$ cat src/hw/qdc_pkg.sv
// Constants and types shared by the quad converter control block
`default_nettype none
package qdc_pkg;
    // APB register byte offsets
    localparam logic [7:0] QDC_OFF_CTRL = 8'h00;
    localparam logic [7:0] QDC_OFF_STATUS = 8'h04;
    localparam logic [7:0] QDC_OFF_ADDR = 8'h08;
    localparam logic [7:0] QDC_OFF_WORD = 8'h0C;
    localparam logic [7:0] QDC_OFF_DAC_BASE = 8'h10;
    localparam logic [7:0] QDC_OFF_IN_BASE = 8'h20;
    // Control register fields and reset values
    localparam int QDC_CTRL_SYNC_BIT = 0;
    localparam int QDC_CTRL_LOAD_BIT = 1;
    localparam logic QDC_CTRL_SYNC_RST = 1'b0;
    // Status register fields
    localparam int QDC_ST_INIT_BIT = 0;
    localparam int QDC_ST_SPAN_BIT = 1;
    localparam int QDC_ST_LEVEL_BIT = 2;
    localparam int QDC_ST_DEVRST_BIT = 3;
    localparam int QDC_ST_BUSY_BIT = 4;
    localparam int QDC_ST_PEND_LSB = 8;
    // Widths
    localparam int QDC_CODE_W = 16;
    localparam int QDC_WORD_W = 24;
    localparam int QDC_NCH = 4;
    // Preset codes
    localparam logic [15:0] QDC_ZERO_SCALE = 16'h0000;
    localparam logic [15:0] QDC_MID_SCALE = 16'h8000;
    // Fixed upper slave address bits, value arbitrary
    localparam logic [4:0] QDC_ADDR_UPPER = 5'h0C;
    // Serial word layout and commands
    localparam int QDC_CMD_LSB = 20;
    localparam int QDC_CH_LSB = 16;
    localparam logic [3:0] QDC_CMD_WRITE_IN = 4'h1;
    localparam logic [3:0] QDC_CMD_UPDATE = 4'h2;
    localparam logic [3:0] QDC_CMD_WRITE_UPD = 4'h3;
    // Serial byte framing
    localparam logic [3:0] QDC_BYTE_BITS = 4'h8;
    localparam logic [1:0] QDC_LAST_BYTE = 2'h2;
    // State types
    typedef enum logic [1:0] {QDC_I2C_IDLE, QDC_I2C_ADDR, QDC_I2C_DATA, QDC_I2C_ACK} qdc_i2c_st_t;
    typedef enum logic {QDC_INIT_WAIT, QDC_RUN} qdc_run_st_t;
endpackage : qdc_pkg
`default_nettype wire

$ cat src/hw/qdc_chan_mem.sv
// Input and converter registers of the four channels
`default_nettype none
module qdc_chan_mem (
    // Clock and reset
    input wire logic pclk,
    input wire logic presetn,
    // Preset of all registers
    input wire logic preset_en,
    input wire logic [qdc_pkg::QDC_CODE_W-1:0] preset_val,
    // Serial write port
    input wire logic wr_en,
    input wire logic wr_both,
    input wire logic [1:0] wr_idx,
    input wire logic [qdc_pkg::QDC_CODE_W-1:0] wr_data,
    // Transfer of input to converter registers
    input wire logic [qdc_pkg::QDC_NCH-1:0] copy_mask,
    // Registered read port
    input wire logic [2:0] rd_idx,
    output logic [qdc_pkg::QDC_CODE_W-1:0] rd_data,
    // Parallel views
    output logic [qdc_pkg::QDC_NCH-1:0][qdc_pkg::QDC_CODE_W-1:0] in_codes,
    output logic [qdc_pkg::QDC_NCH-1:0][qdc_pkg::QDC_CODE_W-1:0] dac_codes
);
    import qdc_pkg::*;

    // Input registers
    always_ff @(posedge pclk or negedge presetn) begin
        if (!presetn) begin
            in_codes <= '0;
        end else if (preset_en) begin
            in_codes <= {QDC_NCH{preset_val}};
        end else if (wr_en) begin
            in_codes[wr_idx] <= wr_data;
        end
    end

    // Converter registers; a direct write beats a transfer of the old value
    always_ff @(posedge pclk or negedge presetn) begin
        if (!presetn) begin
            dac_codes <= '0;
        end else if (preset_en) begin
            dac_codes <= {QDC_NCH{preset_val}};
        end else begin
            for (int i = 0; i < QDC_NCH; i++) begin
                if (wr_en && wr_both && wr_idx == 2'(i)) begin
                    dac_codes[i] <= wr_data;
                end else if (copy_mask[i]) begin
                    dac_codes[i] <= in_codes[i];
                end
            end
        end
    end

    // Read port, one cycle behind the index
    always_ff @(posedge pclk or negedge presetn) begin
        if (!presetn) begin
            rd_data <= '0;
        end else begin
            rd_data <= rd_idx[2] ? in_codes[rd_idx[1:0]] : dac_codes[rd_idx[1:0]];
        end
    end
endmodule : qdc_chan_mem
`default_nettype wire

$ cat src/hw/qdc_i2c_rx.sv
// Two-wire serial write receiver with address match and acknowledge
`default_nettype none
module qdc_i2c_rx (
    // Clock and reset
    input wire logic pclk,
    input wire logic presetn,
    // Serial pins
    input wire logic scl_in,
    input wire logic sda_in,
    output logic sda_out,
    output logic sda_oe,
    // Own address
    input wire logic [6:0] slave_addr,
    // Received words
    output logic word_valid,
    output logic [qdc_pkg::QDC_WORD_W-1:0] word_data,
    output logic busy
);
    import qdc_pkg::*;

    qdc_i2c_st_t st_r;
    logic scl_q_r;
    logic sda_q_r;
    logic [3:0] bit_cnt_r;
    logic [7:0] shift_r;
    logic [1:0] byte_idx_r;
    logic [15:0] part_r;
    logic scl_rise;
    logic scl_fall;
    logic start_cond;
    logic stop_cond;
    logic byte_full;
    logic addr_ok;

    // Bus events from previous pin samples
    assign scl_rise = scl_in & ~scl_q_r;
    assign scl_fall = ~scl_in & scl_q_r;
    assign start_cond = scl_in & scl_q_r & sda_q_r & ~sda_in;
    assign stop_cond = scl_in & scl_q_r & ~sda_q_r & sda_in;
    assign byte_full = scl_fall && (bit_cnt_r == QDC_BYTE_BITS);
    assign addr_ok = (shift_r[7:1] == slave_addr) && !shift_r[0];
    assign sda_out = 1'b0; // Open drain: only ever pulls low
    assign busy = (st_r != QDC_I2C_IDLE);

    // Pin history
    always_ff @(posedge pclk or negedge presetn) begin
        if (!presetn) begin
            scl_q_r <= 1'b1;
            sda_q_r <= 1'b1;
        end else begin
            scl_q_r <= scl_in;
            sda_q_r <= sda_in;
        end
    end

    // Receive state machine, bits taken on clock line rise
    always_ff @(posedge pclk or negedge presetn) begin
        if (!presetn) begin
            st_r <= QDC_I2C_IDLE;
            bit_cnt_r <= '0;
            shift_r <= '0;
            byte_idx_r <= '0;
            part_r <= '0;
            sda_oe <= 1'b0;
        end else if (start_cond) begin
            st_r <= QDC_I2C_ADDR;
            bit_cnt_r <= '0;
            byte_idx_r <= '0;
            sda_oe <= 1'b0;
        end else if (stop_cond) begin
            st_r <= QDC_I2C_IDLE;
            sda_oe <= 1'b0;
        end else begin
            case (st_r)
                QDC_I2C_ADDR, QDC_I2C_DATA: begin
                    if (scl_rise) begin
                        shift_r <= {shift_r[6:0], sda_in};
                        bit_cnt_r <= bit_cnt_r + 4'h1;
                    end else if (byte_full) begin
                        if (st_r == QDC_I2C_DATA || addr_ok) begin
                            st_r <= QDC_I2C_ACK;
                            sda_oe <= 1'b1;
                        end else begin
                            st_r <= QDC_I2C_IDLE;
                        end
                        if (st_r == QDC_I2C_DATA) begin
                            part_r <= {part_r[7:0], shift_r};
                            byte_idx_r <= (byte_idx_r == QDC_LAST_BYTE) ? 2'h0 : byte_idx_r + 2'h1;
                        end
                    end
                end
                QDC_I2C_ACK: begin
                    if (scl_fall) begin
                        st_r <= QDC_I2C_DATA;
                        sda_oe <= 1'b0;
                        bit_cnt_r <= '0;
                    end
                end
                default: begin
                end
            endcase
        end
    end

    // Whole word pulse after the third data byte
    always_ff @(posedge pclk or negedge presetn) begin
        if (!presetn) begin
            word_valid <= 1'b0;
            word_data <= '0;
        end else begin
            word_valid <= byte_full && st_r == QDC_I2C_DATA && byte_idx_r == QDC_LAST_BYTE && !start_cond
                && !stop_cond;
            if (byte_full && st_r == QDC_I2C_DATA && byte_idx_r == QDC_LAST_BYTE) begin
                word_data <= {part_r, shift_r};
            end
        end
    end
endmodule : qdc_i2c_rx
`default_nettype wire

$ cat src/hw/qdc_ctrl.sv
// Pin control of a quad converter: serial receiver, load strobe, reset and APB view
//
// Overview of operation
// - Pin addr_pin_low sets address bit 0, addr_pin_high sets bit 1.
// - Data moves via 24-bit shift register on serial clock; data line open-drain.
// - Strobe falling edge copies every pending input register to its converter register together.
// - Asynchronous and synchronous strobe modes; strobe tied low is valid.
// - Device reset low loads input and converter registers with zero or midscale.
// - While device reset is low, strobe pulses are ignored, no transfer happens.
// - Device reset low at power-up delays initialization until it is released.
// - Power-up starts all channels at zero or midscale by reset_level_select.
// - Gain pin selects span of one or two times the reference.
// - Channel codes are straight binary.
//
// The APB slave port and the address map were decided locally.
`default_nettype none
module qdc_ctrl (
    // APB clock and reset
    input wire logic pclk,
    input wire logic presetn,
    // APB slave
    input wire logic [7:0] paddr,
    input wire logic psel,
    input wire logic penable,
    input wire logic pwrite,
    input wire logic [31:0] pwdata,
    output logic pready,
    output logic [31:0] prdata,
    output logic pslverr,
    // Two-wire serial pins
    input wire logic scl_in,
    input wire logic sda_in,
    output logic sda_out,
    output logic sda_oe,
    // Control pins
    input wire logic addr_pin_low,
    input wire logic addr_pin_high,
    input wire logic load_strobe_n,
    input wire logic dev_reset_n,
    input wire logic reset_level_select,
    input wire logic gain_pin,
    // Converter side
    output logic [qdc_pkg::QDC_CODE_W-1:0] dac_code_a,
    output logic [qdc_pkg::QDC_CODE_W-1:0] dac_code_b,
    output logic [qdc_pkg::QDC_CODE_W-1:0] dac_code_c,
    output logic [qdc_pkg::QDC_CODE_W-1:0] dac_code_d,
    output logic span_x2,
    output logic init_done
);
    import qdc_pkg::*;

    qdc_run_st_t run_st_r;
    logic sync_mode_r;
    logic soft_load_r;
    logic strobe_q_r;
    logic span_r;
    logic [QDC_NCH-1:0] pending_r;
    logic [QDC_WORD_W-1:0] last_word_r;
    logic [6:0] slave_addr;
    logic word_valid;
    logic [QDC_WORD_W-1:0] word_data;
    logic i2c_busy;
    logic [3:0] cmd;
    logic [QDC_CODE_W-1:0] rst_val;
    logic preset_en;
    logic wr_en;
    logic wr_both;
    logic [1:0] wr_idx;
    logic [QDC_CODE_W-1:0] wr_data;
    logic [QDC_NCH-1:0] copy_mask;
    logic [QDC_NCH-1:0] set_mask;
    logic [QDC_NCH-1:0] clr_mask;
    logic [QDC_NCH-1:0][QDC_CODE_W-1:0] in_codes;
    logic [QDC_NCH-1:0][QDC_CODE_W-1:0] dac_codes;
    logic [2:0] rd_idx;
    logic [QDC_CODE_W-1:0] mem_rdata;
    logic strobe_fall;
    logic dev_live;
    logic ack_r;
    logic err_r;
    logic [31:0] rdata_r;
    logic [31:0] status_w;
    logic apb_wr;
    logic apb_first;

    // One-hot channel select
    function automatic logic [QDC_NCH-1:0] qdc_onehot(input logic [1:0] idx);
        qdc_onehot = 4'h1 << idx;
    endfunction : qdc_onehot

    // Aligned word inside a 16-byte channel window
    function automatic logic qdc_in_window(input logic [7:0] addr, input logic [7:0] base);
        qdc_in_window = (addr[7:4] == base[7:4]) && (addr[1:0] == 2'h0);
    endfunction : qdc_in_window

    // Own address from fixed bits and pins
    assign slave_addr = {QDC_ADDR_UPPER, addr_pin_high, addr_pin_low};

    // Serial receiver
    qdc_i2c_rx u_rx (
        .pclk(pclk),
        .presetn(presetn),
        .scl_in(scl_in),
        .sda_in(sda_in),
        .sda_out(sda_out),
        .sda_oe(sda_oe),
        .slave_addr(slave_addr),
        .word_valid(word_valid),
        .word_data(word_data),
        .busy(i2c_busy)
    );

    // Channel register storage
    qdc_chan_mem u_mem (
        .pclk(pclk),
        .presetn(presetn),
        .preset_en(preset_en),
        .preset_val(rst_val),
        .wr_en(wr_en),
        .wr_both(wr_both),
        .wr_idx(wr_idx),
        .wr_data(wr_data),
        .copy_mask(copy_mask),
        .rd_idx(rd_idx),
        .rd_data(mem_rdata),
        .in_codes(in_codes),
        .dac_codes(dac_codes)
    );

    // Codes leave as straight binary, no recoding
    assign dac_code_a = dac_codes[0];
    assign dac_code_b = dac_codes[1];
    assign dac_code_c = dac_codes[2];
    assign dac_code_d = dac_codes[3];

    // Span follows the gain pin
    always_ff @(posedge pclk or negedge presetn) begin
        if (!presetn) begin
            span_r <= 1'b0;
        end else begin
            span_r <= gain_pin;
        end
    end
    assign span_x2 = span_r;

    // Strobe history for falling edge
    always_ff @(posedge pclk or negedge presetn) begin
        if (!presetn) begin
            strobe_q_r <= 1'b1;
        end else begin
            strobe_q_r <= load_strobe_n;
        end
    end
    assign strobe_fall = strobe_q_r & ~load_strobe_n;

    // Power-up waits for device reset release
    always_ff @(posedge pclk or negedge presetn) begin
        if (!presetn) begin
            run_st_r <= QDC_INIT_WAIT;
        end else begin
            case (run_st_r)
                QDC_INIT_WAIT: begin
                    if (dev_reset_n) begin
                        run_st_r <= QDC_RUN;
                    end
                end
                default: begin
                end
            endcase
        end
    end
    assign init_done = (run_st_r == QDC_RUN);
    assign dev_live = dev_reset_n && (run_st_r == QDC_RUN);

    // Preset level and when it is loaded
    assign rst_val = reset_level_select ? QDC_MID_SCALE : QDC_ZERO_SCALE;
    assign preset_en = dev_reset_n ? (run_st_r == QDC_INIT_WAIT) : (run_st_r == QDC_RUN);

    // Command decode and strobe transfer
    always_comb begin
        cmd = word_data[QDC_CMD_LSB +: 4];
        wr_idx = word_data[QDC_CH_LSB +: 2];
        wr_data = word_data[QDC_CODE_W-1:0];
        wr_en = 1'b0;
        wr_both = 1'b0;
        set_mask = '0;
        copy_mask = '0;
        if (dev_live) begin
            if (word_valid) begin
                if (cmd == QDC_CMD_WRITE_IN) begin
                    wr_en = 1'b1;
                    if (!sync_mode_r && !load_strobe_n) begin
                        wr_both = 1'b1;
                    end else begin
                        set_mask = qdc_onehot(wr_idx);
                    end
                end else if (cmd == QDC_CMD_WRITE_UPD) begin
                    wr_en = 1'b1;
                    wr_both = 1'b1;
                end else if (cmd == QDC_CMD_UPDATE) begin
                    copy_mask = qdc_onehot(wr_idx);
                end
            end
            if (strobe_fall || soft_load_r) begin
                copy_mask = copy_mask | pending_r;
            end
        end
    end
    assign clr_mask = copy_mask | (wr_both ? qdc_onehot(wr_idx) : 4'h0);

    // New-data flags; a new write beats a clear
    always_ff @(posedge pclk or negedge presetn) begin
        if (!presetn) begin
            pending_r <= '0;
        end else if (preset_en) begin
            pending_r <= '0;
        end else begin
            pending_r <= (pending_r & ~clr_mask) | set_mask;
        end
    end

    // Last received word
    always_ff @(posedge pclk or negedge presetn) begin
        if (!presetn) begin
            last_word_r <= '0;
        end else if (word_valid) begin
            last_word_r <= word_data;
        end
    end

    // APB handshake: one wait state on every access
    assign apb_first = psel && penable && !ack_r;
    assign apb_wr = psel && penable && ack_r && pwrite;
    assign pready = ack_r;
    assign prdata = rdata_r;
    assign pslverr = ack_r & err_r;
    assign rd_idx = {paddr[5], paddr[3:2]};

    always_ff @(posedge pclk or negedge presetn) begin
        if (!presetn) begin
            ack_r <= 1'b0;
        end else begin
            ack_r <= apb_first;
        end
    end

    // Control register
    always_ff @(posedge pclk or negedge presetn) begin
        if (!presetn) begin
            sync_mode_r <= QDC_CTRL_SYNC_RST;
            soft_load_r <= 1'b0;
        end else begin
            soft_load_r <= apb_wr && paddr == QDC_OFF_CTRL && pwdata[QDC_CTRL_LOAD_BIT];
            if (apb_wr && paddr == QDC_OFF_CTRL) begin
                sync_mode_r <= pwdata[QDC_CTRL_SYNC_BIT];
            end
        end
    end

    // Status word
    always_comb begin
        status_w = '0;
        status_w[QDC_ST_INIT_BIT] = init_done;
        status_w[QDC_ST_SPAN_BIT] = span_r;
        status_w[QDC_ST_LEVEL_BIT] = reset_level_select;
        status_w[QDC_ST_DEVRST_BIT] = !dev_reset_n;
        status_w[QDC_ST_BUSY_BIT] = i2c_busy;
        status_w[QDC_ST_PEND_LSB +: QDC_NCH] = pending_r;
    end

    // Read data and error, captured in the first access cycle
    always_ff @(posedge pclk or negedge presetn) begin
        if (!presetn) begin
            rdata_r <= '0;
            err_r <= 1'b0;
        end else if (apb_first) begin
            err_r <= 1'b0;
            rdata_r <= '0;
            if (paddr == QDC_OFF_CTRL) begin
                rdata_r[QDC_CTRL_SYNC_BIT] <= sync_mode_r;
            end else if (paddr == QDC_OFF_STATUS) begin
                rdata_r <= status_w;
            end else if (paddr == QDC_OFF_ADDR) begin
                rdata_r <= {25'h0, slave_addr};
            end else if (paddr == QDC_OFF_WORD) begin
                rdata_r <= {8'h0, last_word_r};
            end else if (qdc_in_window(paddr, QDC_OFF_DAC_BASE) || qdc_in_window(paddr, QDC_OFF_IN_BASE)) begin
                rdata_r <= {16'h0, mem_rdata};
            end else begin
                err_r <= 1'b1;
            end
        end
    end
endmodule : qdc_ctrl
`default_nettype wire

$ cat config.mk
export PLATFORM = sky130hd
export DESIGN_NAME = qdc_ctrl
export DESIGN_NICKNAME = d
export VERILOG_FILES = /design/src/hw/qdc_pkg.sv /design/src/hw/qdc_chan_mem.sv /design/src/hw/qdc_i2c_rx.sv /design/src/hw/qdc_ctrl.sv
export SDC_FILE = /design/constraint.sdc
export NUM_CORES = 1
export LEC_CHECK = 0
export BUFFER_PORTS_ARGS = -buffer_cell sky130_fd_sc_hd__clkbuf_2
export CELL_PAD_IN_SITES_DETAIL_PLACEMENT = 0
export CELL_PAD_IN_SITES_GLOBAL_PLACEMENT = 2
export CORE_MARGIN = 5
export CORE_UTILIZATION = 30
export DETAILED_ROUTE_END_ITERATION = 7
export PLACE_DENSITY_LB_ADDON = 0.1
export REMOVE_ABC_BUFFERS = 1
export SYNTH_ARGS = -nofsm -noshare
export SYNTH_HDL_FRONTEND = slang
export SYNTH_SLANG_ARGS = --single-unit
$ cat constraint.sdc
create_clock -name pclk -period 3.05 [get_ports pclk]
set_input_delay 0.305 -clock pclk [delete_from_list [all_inputs] [get_ports pclk]]
set_output_delay 0.305 -clock pclk [all_outputs]
set_load 0.02 [all_outputs]
==> impl_metrics.env <==
export IMPL_status="finished, final reports clean"
export IMPL_fmax_mhz=376
export IMPL_grt_max_degree=80
export IMPL_clock_latency_ns=0.58
export IMPL_slowest_delay_ns=0.84
export IMPL_slew_headroom=0.261
export IMPL_crit_slowest_cell="nor3_2"
export IMPL_die_height_um=213
export IMPL_place_area_um2=13700
export IMPL_antenna_found_initial=0
export IMPL_power_leakage_nw=6.99
export IMPL_ys_seq_elements=263
export IMPL_layout_drive_gt1_share=0.304
export IMPL_hold_path_class="in -> reg"
export IMPL_core_rowCount=74
export IMPL_fin_crit_ns=2.66
export IMPL_worstMarginPinSlew_ns=1.10
export IMPL_dr_pass1_iters=7
export IMPL_power_density_nw_per_um2=593
export IMPL_cts_tree="built"
export IMPL_synth_flop_cell="dfrtp_1"
export IMPL_dp_slack_ns=0.364
export IMPL_drt_total_wl_um=42100
export IMPL_grt_usage=0.188
export IMPL_drtAntennaViolNets=0
export IMPL_h_tree_depth=1
export IMPL_vias=8856
export IMPL_gr_total_overflow=0
export IMPL_clkTransAtPathRegs_ns=0.06
export IMPL_io_buffers=115
export IMPL_final_core_util=0.363
export IMPL_wl_per_cell_um=24.3
export IMPL_drtIter0Drc=475
export IMPL_endpoint_kind="flop"
export IMPL_crit_required_ns=3.51
export IMPL_synth_edff_count=0
export IMPL_hold_viol=0
export IMPL_viasPerCell=5.10
export IMPL_stdcell_count=1736
export IMPL_path_cells="ha_1 -> nand4b_1 -> a211oi_1 -> nor3_2 -> buf_4 -> mux2_2"
export IMPL_ir_drop_v=0.000377
export IMPL_layout_common_cells="dfrtp_1, nand2_1, clkbuf_2"
export IMPL_die_area_um2=45200
export IMPL_die_x_um=213
export IMPL_syn_area_per_cell_um2=11.8
export IMPL_ys_types=70
export IMPL_slew_violations=0
export IMPL_setup_violations=0
export IMPL_n_antenna_cell=0
export IMPL_syn_to_final_growth_pct=20.1
export IMPL_drcViolationCount=0
export IMPL_rsz0062_at_grt="false"
export IMPL_grt_pass1_vias=9421
export IMPL_max_cap_viol_count=0
export IMPL_fin_skew_ns=0.0224
export IMPL_syn_area_um2=12300
export IMPL_synthCells=1047
export IMPL_final_common_cell="dfrtp_1"
export IMPL_synth_warnings=0
export IMPL_cts_buffer_depth=3
export IMPL_design_area_um2=14800
export IMPL_io_pins=155
export IMPL_clkSinkCount=263
export IMPL_regToRegSetupSlack_ns=0.39
export IMPL_cts_resized=0
export IMPL_core_area_um2=40700
export IMPL_cts_root_buf="clkbuf_16"
export IMPL_dp_cells=1672
export IMPL_ys_async_sr_fraction=1.00
export IMPL_crit_type="reg -> reg"
export IMPL_start_util=0.302
export IMPL_grt_pass1_wl_um=63600
export IMPL_cts_buffers_inserted=31
export IMPL_dp_hpwl_um=27800
export IMPL_nets=1241
export IMPL_gp_congestion=0.771
export IMPL_ys_seq_area_frac=0.535
export IMPL_fin_crit_sh=0.873
export IMPL_arrival_ns=3.12
export IMPL_worst_slack_ns=0.387
export IMPL_worstPathMaxFanout=10
export IMPL_startpoint_type="flop"
## worst max-delay path: cells and delay by family, from the launching register on
| kind | cells | cell delay [ns] |
|---|---|---|
| fa+ha+maj | 1 | 0.29 |
| simple gates | 2 | 1.01 |
| buf+inv | 1 | 0.37 |
| compound gates | 1 | 0.10 |
| flops | 1 | 0.41 |
| mux | 1 | 0.35 |
## Yosys cell counts (all sizes together), types with 2 or more instances
library cell  instances  share of area
inv                  16         0.0049
nor4                  3         0.0040
mux2                 93          0.085
clkbuf               51          0.016
a221oi                6         0.0043
nand2               171          0.052
or4                   3         0.0021
or2                   5         0.0025
a222oi                5         0.0041
nor3                 10         0.0041
nand3                15         0.0065
a21oi                72          0.029
dfstp                 3         0.0064
nand4                 3         0.0015
nand2b                6         0.0030
o31ai                 5         0.0030
and2                  3         0.0015
xnor2                 3         0.0021
and4bb                2         0.0020
nor2b                 2         0.0010
clkinv                2        0.00061
nor2                 34          0.011
dfrtp               260           0.53
a211oi               11         0.0067
and4                  5         0.0036
a31oi                 5         0.0025
a22o                  4         0.0028
and4b                 4         0.0033
buf                  33          0.017
mux4                 32          0.059
o21ai                18         0.0073
ha                    8         0.0081
or3                   3         0.0023
or3b                  3         0.0021
a32oi                 3         0.0021
o2bb2ai              60          0.043
nand4b                4         0.0028
mux2i                62          0.050
## report_power, final
part           switching [mW]  leakage (nW)  total (mW)  internal, mW
registers               0.215          3.59        3.88          3.67
logic                   0.606          2.88        1.02         0.419
clock network            1.53         0.526        3.87          2.33
## final cells by class
cell class | count | area (µm²)
Multi-Input combinational cell | 690 | 5320
Fill cell | 4093 | 25900
Inverter | 18 | 67.6
Timing Repair Buffer | 176 | 1100
Tap cell | 532 | 666
Clock inverter | 10 | 133
Sequential cell | 263 | 6590
Clock buffer | 47 | 926
## final timing paths
check / startpoint / endpoint / cells past startpoint
setup / recovery: init_done$_DFF_PN0_ / u_mem.dac_codes[31]$_DFFE_PN0P_ / 6
hold / removal: reset_level_select / prdata[2]$_DFFE_PN0P_ / 3
setup reg to reg: init_done$_DFF_PN0_ / u_mem.dac_codes[31]$_DFFE_PN0P_ / 6
hold reg to reg: prdata[16]$_DFFE_PN0P_ / prdata[16]$_DFFE_PN0P_ / 2
max in group asynchronous: presetn / u_rx.scl_q_r$_DFF_PN1_ / 3
min in group asynchronous: presetn / u_mem.dac_codes[14]$_DFFE_PN0P_ / 2
## routing by layer
metal / GRT usage / part of all wire
met1: 0.263 / 0.46
met2: 0.317 / 0.49
met3: 0.0233 / 0.036
met5: 0 / 0
met4: 0.0386 / 0.016
## metrics by stage
| stage | hold WS [ns] | power (mW) | setup TNS (ns) |
|---|---|---|---|
| after floorplan | 0.00941 | 4.50 | -7.21 |
| after global placement | 0.351 | 4.98 | 0 |
| after detailed placement | 0.351 | 4.98 | 0 |
| after CTS | 0.0292 | 8.94 | 0 |
| after global routing | 0.0587 | 9.17 | 0 |
| final | 0.0758 | 8.77 | 0 |
## repair_timing
action / in CTS / in global routing
hold endpoints to repair: 78 / 0
hold buffers: 7 / 0
buffers inserted: 0 / 0
## registers in the layout, indices dropped and copies added, names as in the netlist, 8 cells and up
| signal | cells |
|---|---|
| prdata | 24 |
| u_rx.part_r | 16 |
| u_mem.dac_codes | 64 |
| last_word_r | 24 |
| u_mem.in_codes | 64 |
| u_mem.rd_data | 16 |
| u_rx.shift_r | 8 |
| u_rx.word_data | 24 |
## kinds of logic (layout without fill, tap and decap cells)
family	count (synthesis)	after routing	synth area share
AOI/OAI and AO/OA	203	203	0.115
xor gates and xnor gates	3	3	0.00213
adders and majority gates	8	8	0.00813
buffers and inverters	102	251	0.0380
DFF	263	263	0.535
muxes	187	187	0.194
other	1	9	0.000304
and+or+nand+nor	280	280	0.108
(Power assumes the default switching activity.)
